===== src/pcl_map.vh =====
// Constants for the parallel configuration loader
`ifndef PCL_MAP_VH
`define PCL_MAP_VH

// ****************************************************************
// Clock and timing
// ****************************************************************
`define PCL_CLK_MHZ          100
`define PCL_T_CF2LOW_NS      600
`define PCL_CF2LOW_CYC       ((`PCL_T_CF2LOW_NS * `PCL_CLK_MHZ) / 1000)
`define PCL_T_STATUS_MIN_US  268
`define PCL_T_STATUS_MAX_US  1506
`define PCL_STATUS_MIN_CYC   (`PCL_T_STATUS_MIN_US * `PCL_CLK_MHZ)
`define PCL_STATUS_MAX_CYC   (`PCL_T_STATUS_MAX_US * `PCL_CLK_MHZ)
`define PCL_T_UM_MIN_US      175
`define PCL_T_UM_MAX_US      437
`define PCL_UM_MIN_CYC       (`PCL_T_UM_MIN_US * `PCL_CLK_MHZ)
`define PCL_UM_MAX_CYC       (`PCL_T_UM_MAX_US * `PCL_CLK_MHZ)
`define PCL_USR_INIT_CYCLES  8576
`define PCL_OSC_DIV          8

// ****************************************************************
// Widths and encodings
// ****************************************************************
`define PCL_CNT_W            18
`define PCL_DATA_W           32
`define PCL_FIFO_DEPTH       4
`define PCL_RATIO_W          4
`define PCL_WIDTH_X8         2'h0
`define PCL_WIDTH_X16        2'h1
`define PCL_WIDTH_X32        2'h2

`endif


===== src/pcl_fifo.v =====
// Small valid/ready FIFO with registered read data
`timescale 1ns/1ps

module pcl_fifo #(
    parameter WIDTH = 32,
    parameter DEPTH = 4,
    parameter AW    = 2
) (
    input  wire             clk_sys_i,
    input  wire             rst_n_i,
    input  wire             in_valid_i,
    output wire             in_ready_o,
    input  wire [WIDTH-1:0] in_data_i,
    output reg              out_valid_o,
    input  wire             out_ready_i,
    output reg  [WIDTH-1:0] out_data_o
);
    reg  [WIDTH-1:0] mem_ff [0:DEPTH-1];
    reg  [AW-1:0]    wr_ptr_ff;
    reg  [AW-1:0]    rd_ptr_ff;
    reg  [AW:0]      count_ff;
    wire             push;
    wire             pop;
    wire             load_out;

    assign in_ready_o = (count_ff != DEPTH[AW:0]);
    assign push       = in_valid_i & in_ready_o;
    // Output register refills when the FIFO holds data and the register is empty or being taken
    assign load_out   = (count_ff != {(AW+1){1'b0}}) & (~out_valid_o | out_ready_i);
    assign pop        = load_out;

    always @(posedge clk_sys_i)
    begin
        if (push)
            mem_ff[wr_ptr_ff] <= in_data_i;
    end

    always @(posedge clk_sys_i or negedge rst_n_i)
    begin
        if (!rst_n_i)
        begin
            wr_ptr_ff   <= {AW{1'b0}};
            rd_ptr_ff   <= {AW{1'b0}};
            count_ff    <= {(AW+1){1'b0}};
            out_valid_o <= 1'b0;
            out_data_o  <= {WIDTH{1'b0}};
        end
        else
        begin
            if (push)
                wr_ptr_ff <= wr_ptr_ff + 1'b1;
            if (pop)
                rd_ptr_ff <= rd_ptr_ff + 1'b1;
            count_ff <= count_ff + {{AW{1'b0}}, push} - {{AW{1'b0}}, pop};
            if (load_out)
            begin
                out_data_o  <= mem_ff[rd_ptr_ff];
                out_valid_o <= 1'b1;
            end
            else if (out_ready_i)
                out_valid_o <= 1'b0;
        end
    end
endmodule // pcl_fifo


===== src/pcl_loader.v =====
// Fast parallel configuration load port, device end
// Behaviour
// - Extra config_clock cycles per word are spent decrypting and decompressing; here they only advance the ratio phase.
// - Done goes low within 600 ns of request falling.
// - Status goes low within 600 ns of request falling.
// - Status held low between 268 and 1506 us during reset.
// - Status released by 1506 us after request rises, unless extended.
// - Internal oscillator: user mode 175 to 437 us after done rises.
// - With user_init_clock, user mode after enable plus 8576 of its periods.
`timescale 1ns/1ps
`include "pcl_map.vh"

module pcl_loader #(
    parameter STATUS_CYC = `PCL_STATUS_MIN_CYC,
    parameter UM_CYC     = `PCL_UM_MIN_CYC
) (
    input  wire                    clk_sys_i,
    input  wire                    rst_n_i,
    input  wire                    config_req_n_i,
    input  wire                    config_clock_i,
    input  wire [`PCL_DATA_W-1:0]  data_i,
    input  wire [1:0]              width_sel_i,
    input  wire [`PCL_RATIO_W-1:0] ratio_i,
    input  wire [31:0]             image_words_i,
    input  wire                    status_n_i,
    input  wire                    user_init_clock_i,
    input  wire                    use_user_clock_i,
    output reg                     status_n_o,
    output reg                     status_n_oe_n_o,
    output reg                     done_o,
    output reg                     user_mode_o,
    output reg                     word_valid_o,
    output reg  [`PCL_DATA_W-1:0]  word_data_o,
    input  wire                    word_ready_i,
    output reg                     overflow_o
);
    localparam ST_IDLE  = 3'h0;
    localparam ST_RESET = 3'h1;
    localparam ST_LOAD  = 3'h2;
    localparam ST_INIT  = 3'h3;
    localparam ST_USER  = 3'h4;

    // ************************************************************
    // Pin synchronisers
    // ************************************************************
    reg  [1:0] req_sync_ff;
    reg  [1:0] clk_sync_ff;
    reg  [1:0] stat_sync_ff;
    reg  [1:0] uclk_sync_ff;
    reg  [`PCL_DATA_W-1:0] data_s1_ff;
    reg  [`PCL_DATA_W-1:0] data_s2_ff;
    reg        clk_prev_ff;
    reg        uclk_prev_ff;

    always @(posedge clk_sys_i or negedge rst_n_i)
    begin
        if (!rst_n_i)
        begin
            req_sync_ff  <= 2'h3;
            clk_sync_ff  <= 2'h0;
            stat_sync_ff <= 2'h3;
            uclk_sync_ff <= 2'h0;
            data_s1_ff   <= {`PCL_DATA_W{1'b0}};
            data_s2_ff   <= {`PCL_DATA_W{1'b0}};
            clk_prev_ff  <= 1'b0;
            uclk_prev_ff <= 1'b0;
        end
        else
        begin
            req_sync_ff  <= {req_sync_ff[0], config_req_n_i};
            clk_sync_ff  <= {clk_sync_ff[0], config_clock_i};
            stat_sync_ff <= {stat_sync_ff[0], status_n_i};
            uclk_sync_ff <= {uclk_sync_ff[0], user_init_clock_i};
            data_s1_ff   <= data_i;
            data_s2_ff   <= data_s1_ff;
            clk_prev_ff  <= clk_sync_ff[1];
            uclk_prev_ff <= uclk_sync_ff[1];
        end
    end

    wire req_low   = ~req_sync_ff[1];
    wire clk_rise  = clk_sync_ff[1] & ~clk_prev_ff;
    wire uclk_rise = uclk_sync_ff[1] & ~uclk_prev_ff;
    // Wired status pulled low by another party counts as extension
    wire stat_ext  = ~stat_sync_ff[1];

    // ************************************************************
    // Word capture, width masking, ratio phase
    // ************************************************************
    reg  [`PCL_DATA_W-1:0] masked_data;

    always @*
    begin
        case (width_sel_i)
            `PCL_WIDTH_X8:  masked_data = {24'h000000, data_s2_ff[7:0]};
            `PCL_WIDTH_X16: masked_data = {16'h0000, data_s2_ff[15:0]};
            default:        masked_data = data_s2_ff;
        endcase
    end

    reg  [2:0]              state_ff;
    reg  [2:0]              nxt_state;
    reg  [`PCL_CNT_W-1:0]   cnt_ff;
    reg  [`PCL_CNT_W-1:0]   nxt_cnt;
    reg  [`PCL_RATIO_W-1:0] phase_ff;
    reg  [31:0]             words_ff;
    reg                     flush_ff;

    wire [`PCL_RATIO_W-1:0] ratio_eff = (ratio_i == {`PCL_RATIO_W{1'b0}}) ?
                                        {{(`PCL_RATIO_W-1){1'b0}}, 1'b1} : ratio_i;
    // Only the first edge of each ratio group latches; the rest only advance the ratio phase
    wire latch_edge = (state_ff == ST_LOAD) & clk_rise
                      & (phase_ff == {`PCL_RATIO_W{1'b0}}) & ~flush_ff;
    wire fifo_in_ready;
    wire fifo_out_valid;
    wire [`PCL_DATA_W-1:0] fifo_out_data;

    pcl_fifo #(
        .WIDTH (`PCL_DATA_W),
        .DEPTH (`PCL_FIFO_DEPTH),
        .AW    (2)
    ) u_fifo (
        .clk_sys_i   (clk_sys_i),
        .rst_n_i     (rst_n_i),
        .in_valid_i  (latch_edge),
        .in_ready_o  (fifo_in_ready),
        .in_data_i   (masked_data),
        .out_valid_o (fifo_out_valid),
        .out_ready_i (~word_valid_o | word_ready_i),
        .out_data_o  (fifo_out_data)
    );

    always @(posedge clk_sys_i or negedge rst_n_i)
    begin
        if (!rst_n_i)
        begin
            phase_ff <= {`PCL_RATIO_W{1'b0}};
            words_ff <= 32'h00000000;
            flush_ff <= 1'b0;
        end
        else if (state_ff != ST_LOAD)
        begin
            phase_ff <= {`PCL_RATIO_W{1'b0}};
            words_ff <= 32'h00000000;
            flush_ff <= 1'b0;
        end
        else if (clk_rise)
        begin
            if (phase_ff == ratio_eff - 1'b1)
                phase_ff <= {`PCL_RATIO_W{1'b0}};
            else
                phase_ff <= phase_ff + 1'b1;
            if (latch_edge)
            begin
                words_ff <= words_ff + 32'h00000001;
                if (words_ff + 32'h00000001 == image_words_i)
                    flush_ff <= 1'b1;
            end
        end
    end

    // Last word seen and ratio-1 trailing edges consumed
    wire load_end = flush_ff & (phase_ff == {`PCL_RATIO_W{1'b0}});

    // ************************************************************
    // Status drive
    // ************************************************************
    // Must let go after the count, or our own pull-down would look like
    // an external extension and the reset phase would never end
    reg stat_drive;

    always @*
    begin
        stat_drive = (nxt_state == ST_IDLE);
        // Count done: pull-up or another party now sets the level
        if (nxt_state == ST_RESET)
            stat_drive = (nxt_cnt < STATUS_CYC[`PCL_CNT_W-1:0]);
    end

    // ************************************************************
    // Sequencer
    // ************************************************************
    always @*
    begin
        nxt_state = state_ff;
        nxt_cnt   = cnt_ff;
        case (state_ff)
            ST_IDLE:
            begin
                nxt_cnt = {`PCL_CNT_W{1'b0}};
            end
            ST_RESET:
            begin
                // Reset count runs only while the request is back high
                if (req_low)
                begin
                    nxt_cnt = {`PCL_CNT_W{1'b0}};
                end
                else if (cnt_ff < STATUS_CYC[`PCL_CNT_W-1:0])
                    nxt_cnt = cnt_ff + 1'b1;
                else if (!stat_ext)
                begin
                    // Own drive is off by now, so a low line is an extension
                    nxt_state = ST_LOAD;
                    nxt_cnt   = {`PCL_CNT_W{1'b0}};
                end
            end
            ST_LOAD:
            begin
                if (load_end)
                begin
                    nxt_state = ST_INIT;
                    nxt_cnt   = {`PCL_CNT_W{1'b0}};
                end
            end
            ST_INIT:
            begin
                if (use_user_clock_i)
                begin
                    if (uclk_rise)
                        nxt_cnt = cnt_ff + 1'b1;
                    if (cnt_ff == `PCL_USR_INIT_CYCLES)
                        nxt_state = ST_USER;
                end
                else
                begin
                    nxt_cnt = cnt_ff + 1'b1;
                    if (cnt_ff >= UM_CYC[`PCL_CNT_W-1:0] - 1'b1)
                        nxt_state = ST_USER;
                end
            end
            ST_USER:
            begin
                nxt_cnt = {`PCL_CNT_W{1'b0}};
            end
            default:
            begin
                nxt_state = ST_IDLE;
                nxt_cnt   = {`PCL_CNT_W{1'b0}};
            end
        endcase
        // Request low restarts from any state, well inside 600 ns
        if (req_low && state_ff != ST_RESET)
        begin
            nxt_state = ST_RESET;
            nxt_cnt   = {`PCL_CNT_W{1'b0}};
        end
        else if (state_ff == ST_IDLE && !req_low)
            nxt_state = ST_RESET;
    end

    always @(posedge clk_sys_i or negedge rst_n_i)
    begin
        if (!rst_n_i)
        begin
            state_ff        <= ST_IDLE;
            cnt_ff          <= {`PCL_CNT_W{1'b0}};
            status_n_o      <= 1'b0;
            status_n_oe_n_o <= 1'b0;
            done_o          <= 1'b0;
            user_mode_o     <= 1'b0;
            word_valid_o    <= 1'b0;
            word_data_o     <= {`PCL_DATA_W{1'b0}};
            overflow_o      <= 1'b0;
        end
        else
        begin
            state_ff    <= nxt_state;
            cnt_ff      <= nxt_cnt;
            status_n_o  <= 1'b0;
            // Open drain: low enable pulls the pin low
            status_n_oe_n_o <= ~stat_drive;
            done_o      <= (nxt_state == ST_INIT) | (nxt_state == ST_USER);
            user_mode_o <= (nxt_state == ST_USER);
            if (fifo_out_valid & (~word_valid_o | word_ready_i))
            begin
                word_valid_o <= 1'b1;
                word_data_o  <= fifo_out_data;
            end
            else if (word_ready_i)
                word_valid_o <= 1'b0;
            // Lost word: FIFO full at a latch edge; stays until next request
            if (latch_edge & ~fifo_in_ready)
                overflow_o <= 1'b1;
            else if (nxt_state == ST_RESET)
                overflow_o <= 1'b0;
        end
    end
endmodule // pcl_loader


===== config.mk =====
export PLATFORM = sky130hd
export DESIGN_NAME = pcl_loader
export DESIGN_NICKNAME = d
export VERILOG_FILES = /design/src/pcl_fifo.v /design/src/pcl_loader.v
export VERILOG_INCLUDE_DIRS = /design/src /design/src/src
export SDC_FILE = /design/constraint.sdc
export NUM_CORES = 1
export LEC_CHECK = 0
export ABC_AREA = 1
export BUFFER_PORTS_ARGS = -buffer_cell sky130_fd_sc_hd__buf_2
export CELL_PAD_IN_SITES_DETAIL_PLACEMENT = 1
export CELL_PAD_IN_SITES_GLOBAL_PLACEMENT = 1
export CORE_MARGIN = 3
export CORE_UTILIZATION = 42
export DETAILED_ROUTE_END_ITERATION = 8
export GPL_ROUTABILITY_DRIVEN = 0
export PLACE_DENSITY = 0.85
export RECOVER_POWER = 50
export SYNTH_ARGS = -nofsm -noshare
export SYNTH_HDL_FRONTEND = slang
export SYNTH_SLANG_ARGS = --single-unit

===== constraint.sdc =====
create_clock -name clk_sys_i -period 3.1 [get_ports clk_sys_i]
set_input_delay 0.465 -clock clk_sys_i [delete_from_list [all_inputs] [get_ports clk_sys_i]]
set_output_delay 0.465 -clock clk_sys_i [all_outputs]
set_load 0.01 [all_outputs]

### After elaboration in Yosys (flattened, before gate mapping)

Memories as Yosys holds them, arrays and structs flattened. A register that Yosys moved wholly into a read port is not among the register bits.
Cells that the tools add are included.

| word-level totals | value |
|---|---|
| register bits after elaboration | 177 |
| bits in writable memories | 128 |
| output and inout port bits | 38 |
| memories kept | 1 |

| cells by class | value |
|---|---|
| add/sub/neg operators | 8 |
| $lt $le $gt $ge | 3 |
| equal/unequal tests | 14 |
| muxes and demuxes | 39 |
| bitwise logic cells | 21 |
| reductions and logical operators | 18 |

Memory list:

| name | depth | bits a word | read ports | clocked after memory_dff | wr ports | RTL line | source |
|---|---|---|---|---|---|---|---|
| u_fifo.mem_ff | 4 | 32 | 1 | 1 | 1 | pcl_fifo.v:18 | `reg [WIDTH-1:0] mem_ff [0:DEPTH-1];` |

Operators with widths:

| kind | number |
|---|---|
| 2-to-1 mux 18 bit | 7 |
| 2-to-1 mux 32 bit | 3 |
| case mux 32 bit (2 select lines) | 1 |
| case mux 18 bit (3 select lines) | 1 |
| < comparator 18 x 15 -> 1 bit, second input constant | 2 |
| adder 32 x 1 -> 32 bit, second input constant | 1 |
| equality test 32 bit | 1 |
| 2-to-1 mux 3 bit | 9 |
| adder 18 x 1 -> 18 bit, second input constant | 1 |
| equality test 18 x 14 -> 1 bit, second input constant | 1 |
| >= comparator 18 x 15 -> 1 bit, second input constant | 1 |
| 2-to-1 mux 4 bit | 4 |
| 2-to-1 mux 1 bit | 13 |
| case mux 3 bit (4 select lines) | 1 |
| nonzero test 2 bit | 6 |
| AND 1 bit | 10 |
| equality test 3 x 2 -> 1 bit, second input constant | 3 |
| logical NOT 4 bit | 2 |
| NOT 1 bit | 8 |
| equality test 3 x 1 -> 1 bit, second input constant | 2 |
| equality test 3 bit, second input constant | 2 |
| logical NOT 3 bit | 2 |
| adder 2 x 1 -> 2 bit, second input constant | 2 |
| adder 4 x 1 -> 4 bit, second input constant | 1 |
| 16 further kinds | 19 |

### Longest topological paths before layout

| logic depth | value |
|---|---|
| word-level depth | 9 |
| mapped depth | 19 |
| mapped depth without buffers | 19 |

### Modules after synthesis

A second synthesis with hierarchy kept.

| unflattened totals | value |
|---|---|
| cell total of the unflattened synthesis | 1686 |
| area, all modules | 15399.8 µm² |

By module, submodules not included:

| module | instances | cells an instance | area each (µm²) |
|---|---|---|---|
| pcl_loader | 1 | 1001 | 8291.7 |
| pcl_fifo | 1 | 685 | 7108.1 |

### Worst setup path after synthesis

Ideal clock, no wire load.

| path | value |
|---|---|
| path kind | register to register |
| start point | register phase_ff[0] |
| end point | memory u_fifo.mem_ff[1][0], enable pin |
| library setup time | 0.421 ns |
| arrival | 2.846 ns |
| required time | 2.679 ns |
| slack | -0.167 ns |
| stages on the path, launching flop included | 11 |
| period minus slack after synthesis | 3.267 ns |
| path through | dfrtp_1 inv_1 ha_1 nand2_1 nor2_1 inv_1 nor4_4 inv_2 nor2_2 inv_1 nor2_1 |

| on the way | value |
|---|---|
| longest elaborated chain between the ends | 6 |

RTL lines:

| element | RTL line | source |
|---|---|---|
| start, declared | pcl_loader.v:105 | `` reg [`PCL_RATIO_W-1:0] phase_ff; `` |
| start signal, assigned | pcl_loader.v:137 | `` phase_ff <= {`PCL_RATIO_W{1'b0}}; `` |
| start signal, assigned | pcl_loader.v:143 | `` phase_ff <= {`PCL_RATIO_W{1'b0}}; `` |
| start signal, assigned | pcl_loader.v:150 | `` phase_ff <= {`PCL_RATIO_W{1'b0}}; `` |
| logical NOT 4 bit | pcl_loader.v:113 | `` & (phase_ff == {`PCL_RATIO_W{1'b0}}) & ~flush_ff; `` |
| AND 1 bit (2 in series) | pcl_loader.v:112 | `wire latch_edge = (state_ff == ST_LOAD) & clk_rise` |
| AND 1 bit | pcl_fifo.v:27 | `assign push = in_valid_i & in_ready_o;` |
| named net u_fifo.push | pcl_fifo.v:22 | `wire push;` |
| 2-to-1 mux 1 bit | pcl_fifo.v:34 | `if (push)` |
| 2-to-1 mux 1 bit (implied by the code) | pcl_fifo.v:35 | `mem_ff[wr_ptr_ff] <= in_data_i;` |
| end, declared | pcl_fifo.v:18 |  |

The timed path passes the listed nets, and every way through them passes these cells.

### Worst setup path in the final report

| path | value |
|---|---|
| start point | register phase_ff[0] |
| end point | memory u_fifo.mem_ff[2][30], enable pin |

Same word-level chain as after synthesis.

==> results.cfg <==
[detailed_routing]
route.detailed.wl_per_inst_um = 18.6
number_of_design_rule_violations_left_by_the_first_detailed_router_iteration = 634
routed-via-count = 11100
viasPerCell = 5.23
drcViolationCount = 0
dr.pass1.iters = 5
post_drt_antenna_nets = 0
routed_wirelength_um = 39400

[clock_network]
clock_input_transition_at_the_sequential_cells_of_the_worst_setup_and_hold_paths_ns = 0.06
clockBufferDepth = 3
clk_latency_ns = 0.55
cts_repair_resize_count = 0
cts_sinks = 337
cts_max_level = 2
cts_buffers = 37
root_buffer = sky130_fd_sc_hd__clkbuf_16
tritoncts = built

[synth]
area_contributors_post_synth = sky130_fd_sc_hd__dfrtp_1, sky130_fd_sc_hd__edfxtp_1, sky130_fd_sc_hd__nand2_1, sky130_fd_sc_hd__nor2_1, sky130_fd_sc_hd__inv_1
primary_flip_flop_cell_chosen_by_synthesis_mapping = sky130_fd_sc_hd__dfrtp_1
async_reset_ff_share_pct = 62.0
mappedNetlistNets = 1606
synth_commonest_cells = sky130_fd_sc_hd__nand2_1, sky130_fd_sc_hd__nor2_1, sky130_fd_sc_hd__dfrtp_1, sky130_fd_sc_hd__inv_1, sky130_fd_sc_hd__edfxtp_1
yosys_warnings = 0
post-synth-top-count-cell = sky130_fd_sc_hd__nand2_1
synth_seq_area_share_pct = 62.2
postSynthRegisterBits = 337
mappedNetlistArea_um2 = 14600
count_of_mapped_cells_out_of_synthesis = 1515
yosysUniqueCellTypes = 45
synth_top_area_share_pct = 35.1
synth_edf_count = 128
postSynthAreaPerCell_um2 = 9.63
post-synth-top-area-cell = sky130_fd_sc_hd__dfrtp_1

[power]
power_leakage_nw = 7.36
power.ir.vdd_worst_v = 0.000391
power.density_nw_per_um2 = 547
report.power.total_mw = 9.31

[layout]
n_antenna_cell = 0
share_of_layout_cells_above_drive_strength_1_pct = 13.1
finish.cell_count_without_fillers = 2125
num-nets-final = 1739
flow.area_growth_from_synthesis_pct = 16.7
postLayoutCoreUtil_pct = 50.3

[job]
drv_cap = 1

[setup_path]
timing.critical_path.slowest_stage_cell = sky130_fd_sc_hd__dfrtp_1
critical_path_class = flop to flop
path_max_fanout = 32
worst-endpoint-required_ns = 3.31
crit_chain = inv_1 -> ha_1 -> nand2_1 -> nor2_1 -> inv_1 -> nor4_4 -> inv_2 -> nor2_2 -> inv_1 -> nor2_2 -> buf_12
worstSetupEndpointType = flop
kind_of_start_point_of_the_critical_path = flop
cpPeakStageDelay_ns = 0.45
critical-path-top-cell-by-count = sky130_fd_sc_hd__inv_1
critical_path_arrival_ns = 2.88

[sta]
report.final.setup_viol = 0
finalCritPeriodShare_pct = 86.3
grt_setup_unrepaired = false
fmax_mhz = 374
worst_slew_pin_slew_ns = 2.11
tns_ns = 0
drv_slew = 91
hold_violations = 0
final.hold.worst_slack_ns = 0.0261
timing.max_slew.rel_slack_pct = -41.0
timing.clock.skew_ns = 0.0331
final_period_minus_worst_setup_slack_ns = 2.67

[run_status]
violations = max-capacitance violations, max-slew violations
status = finished, violations left

[floorplanning]
die_h_um = 192
start_util_pct = 43.1
die_outline_area_um2 = 37000
fp-row-count = 67
io-pin-count = 116
placeableCoreArea_um2 = 33900
width_of_the_die_um = 192

[grt]
gr-usage-all-layers_pct = 21.7
first_pass_grt_wire_length_um = 63000
number_of_antenna_violations_at_the_first_check_in_global_routing = 1
largest_net_degree_at_the_start_of_global_routing = 93
remaining_overflow_grt = 0
number_of_global_route_vias_before_repair = 12000

[placed_design]
placedCellCount = 2048
place.detailed.hpwl_um = 26800
port_buffers = 114

[worst_hold_path]
hp-class = primary input to flop
==> per-stage QoR <==
stage / cell area, um2 / worst slack [ns]
2_1_floorplan: 14600 / -0.167
3_3_place_gp: 15800 / 0.694
3_5_place_dp: 15800 / 0.466
4_1_cts: 17100 / 0.412
5_1_grt: 17000 / 0.202
6_report: 17000 / 0.426
==> cell type report <==
| type | instances | area, um2 |
|---|---|---|
| repair buffers | 141 | 862 |
| clock buffers | 50 | 995 |
| clock inverters | 18 | 196 |
| fillers | 3849 | 16800 |
| flip-flops and latches | 337 | 9080 |
| multi-input cells | 957 | 4680 |
| well taps | 448 | 561 |
| inverters | 174 | 653 |
==> routing by layer <==
metal / GRT usage [%] / vias up / wire, um / share of wire (%)
met1: 27.3 / 5596 / 16900 / 43
met5: 0 / - / 13 / 0.033
met3: 3.02 / 60 / 1540 / 3.9
li1: - / 5218 / - / -
met2: 39.1 / 240 / 20200 / 51
met4: 5.83 / 2 / 791 / 2.0
==> registers in the layout, summed over array words and instances (netlist names), 2 cells and up <==
register,flops
u_fifo.count_ff,3
req_sync_ff,2
clk_sync_ff,2
uclk_sync_ff,2
words_ff,32
u_fifo.rd_ptr_ff,2
state_ff,3
u_fifo.out_data_o,32
cnt_ff,18
u_fifo.wr_ptr_ff,2
stat_sync_ff,2
u_fifo.mem_ff,128
data_s1_ff,32
word_data_o,32
data_s2_ff,32
phase_ff,4
==> power by group <==
part | internal [mW] | total (mW) | leakage (nW) | switching [mW]
registers | 4.70 | 4.74 | 3.64 | 0.0434
logic | 0.105 | 0.288 | 3.16 | 0.182
clock network | 2.46 | 4.28 | 0.573 | 1.82
==> kinds of logic after synthesis <==
family,synth area share (%)
simple gates,20.2
flops,62.2
buf+inv,5.78
compound gates,8.34
xor+xnor,2.29
fa+ha+maj,1.17
other cells,0.0257
==> worst max-delay path: cells and delay by family (launching register included) <==
family	cells	cell delay, ns
adder cells (fa/ha/maj)	1	0.15
buffers and inverters	5	0.72
flip-flops	1	0.45
AND/OR/NAND/NOR	5	1.01
==> repair_timing <==
action,CTS,global route
setup buffers,0,0
hold endpoints to repair,90,0
hold buffers,9,0
==> cell usage in the layout, fill, tap and decap left out, types with 3 or more instances in the layout <==
cell type / Yosys / layout
sky130_fd_sc_hd__nand2_1: 363 / 363
sky130_fd_sc_hd__a21oi_1: 16 / 16
sky130_fd_sc_hd__clkbuf_1: 34 / 16
sky130_fd_sc_hd__ha_1: 12 / 12
sky130_fd_sc_hd__nor2_2: 5 / 9
sky130_fd_sc_hd__xnor2_1: 8 / 8
sky130_fd_sc_hd__clkbuf_16: 0 / 37
sky130_fd_sc_hd__nor2_4: 5 / 5
sky130_fd_sc_hd__dfstp_2: 4 / 4
sky130_fd_sc_hd__nand2_2: 9 / 9
sky130_fd_sc_hd__buf_2: 5 / 110
sky130_fd_sc_hd__xor2_1: 25 / 25
sky130_fd_sc_hd__clkinvlp_4: 0 / 3
sky130_fd_sc_hd__dfrtp_1: 205 / 205
sky130_fd_sc_hd__nor2_1: 212 / 208
sky130_fd_sc_hd__nand3b_1: 14 / 14
sky130_fd_sc_hd__o32ai_1: 32 / 32
sky130_fd_sc_hd__nand4_1: 12 / 12
sky130_fd_sc_hd__clkinv_2: 0 / 6
sky130_fd_sc_hd__edfxtp_1: 128 / 128
sky130_fd_sc_hd__nand3_1: 63 / 63
sky130_fd_sc_hd__o22ai_1: 28 / 28
sky130_fd_sc_hd__clkinv_1: 1 / 6
sky130_fd_sc_hd__nor3_1: 9 / 9
sky130_fd_sc_hd__inv_1: 171 / 169
sky130_fd_sc_hd__buf_12: 0 / 6
sky130_fd_sc_hd__dlygate4sd3_1: 0 / 9
sky130_fd_sc_hd__o21ai_0: 121 / 121
sky130_fd_sc_hd__buf_4: 2 / 11
==> path summary, 6_finish.rpt <==
path                           startpoint                    to  slack (ns)  cells after the start
max                           phase_ff[0]  u_fifo.mem_ff[2][30]        0.43                     11
max reg2reg                   phase_ff[0]  u_fifo.mem_ff[2][30]        0.43                     11
min                            data_i[16]        data_s1_ff[16]        0.03                      1
min in group asynchronous         rst_n_i       word_data_o[16]        1.11                      2
min reg2reg                data_s1_ff[26]        data_s2_ff[26]        0.35                      0
max in group asynchronous         rst_n_i         data_s2_ff[9]        0.71                      3
Power figures use the tool's default switching activity.
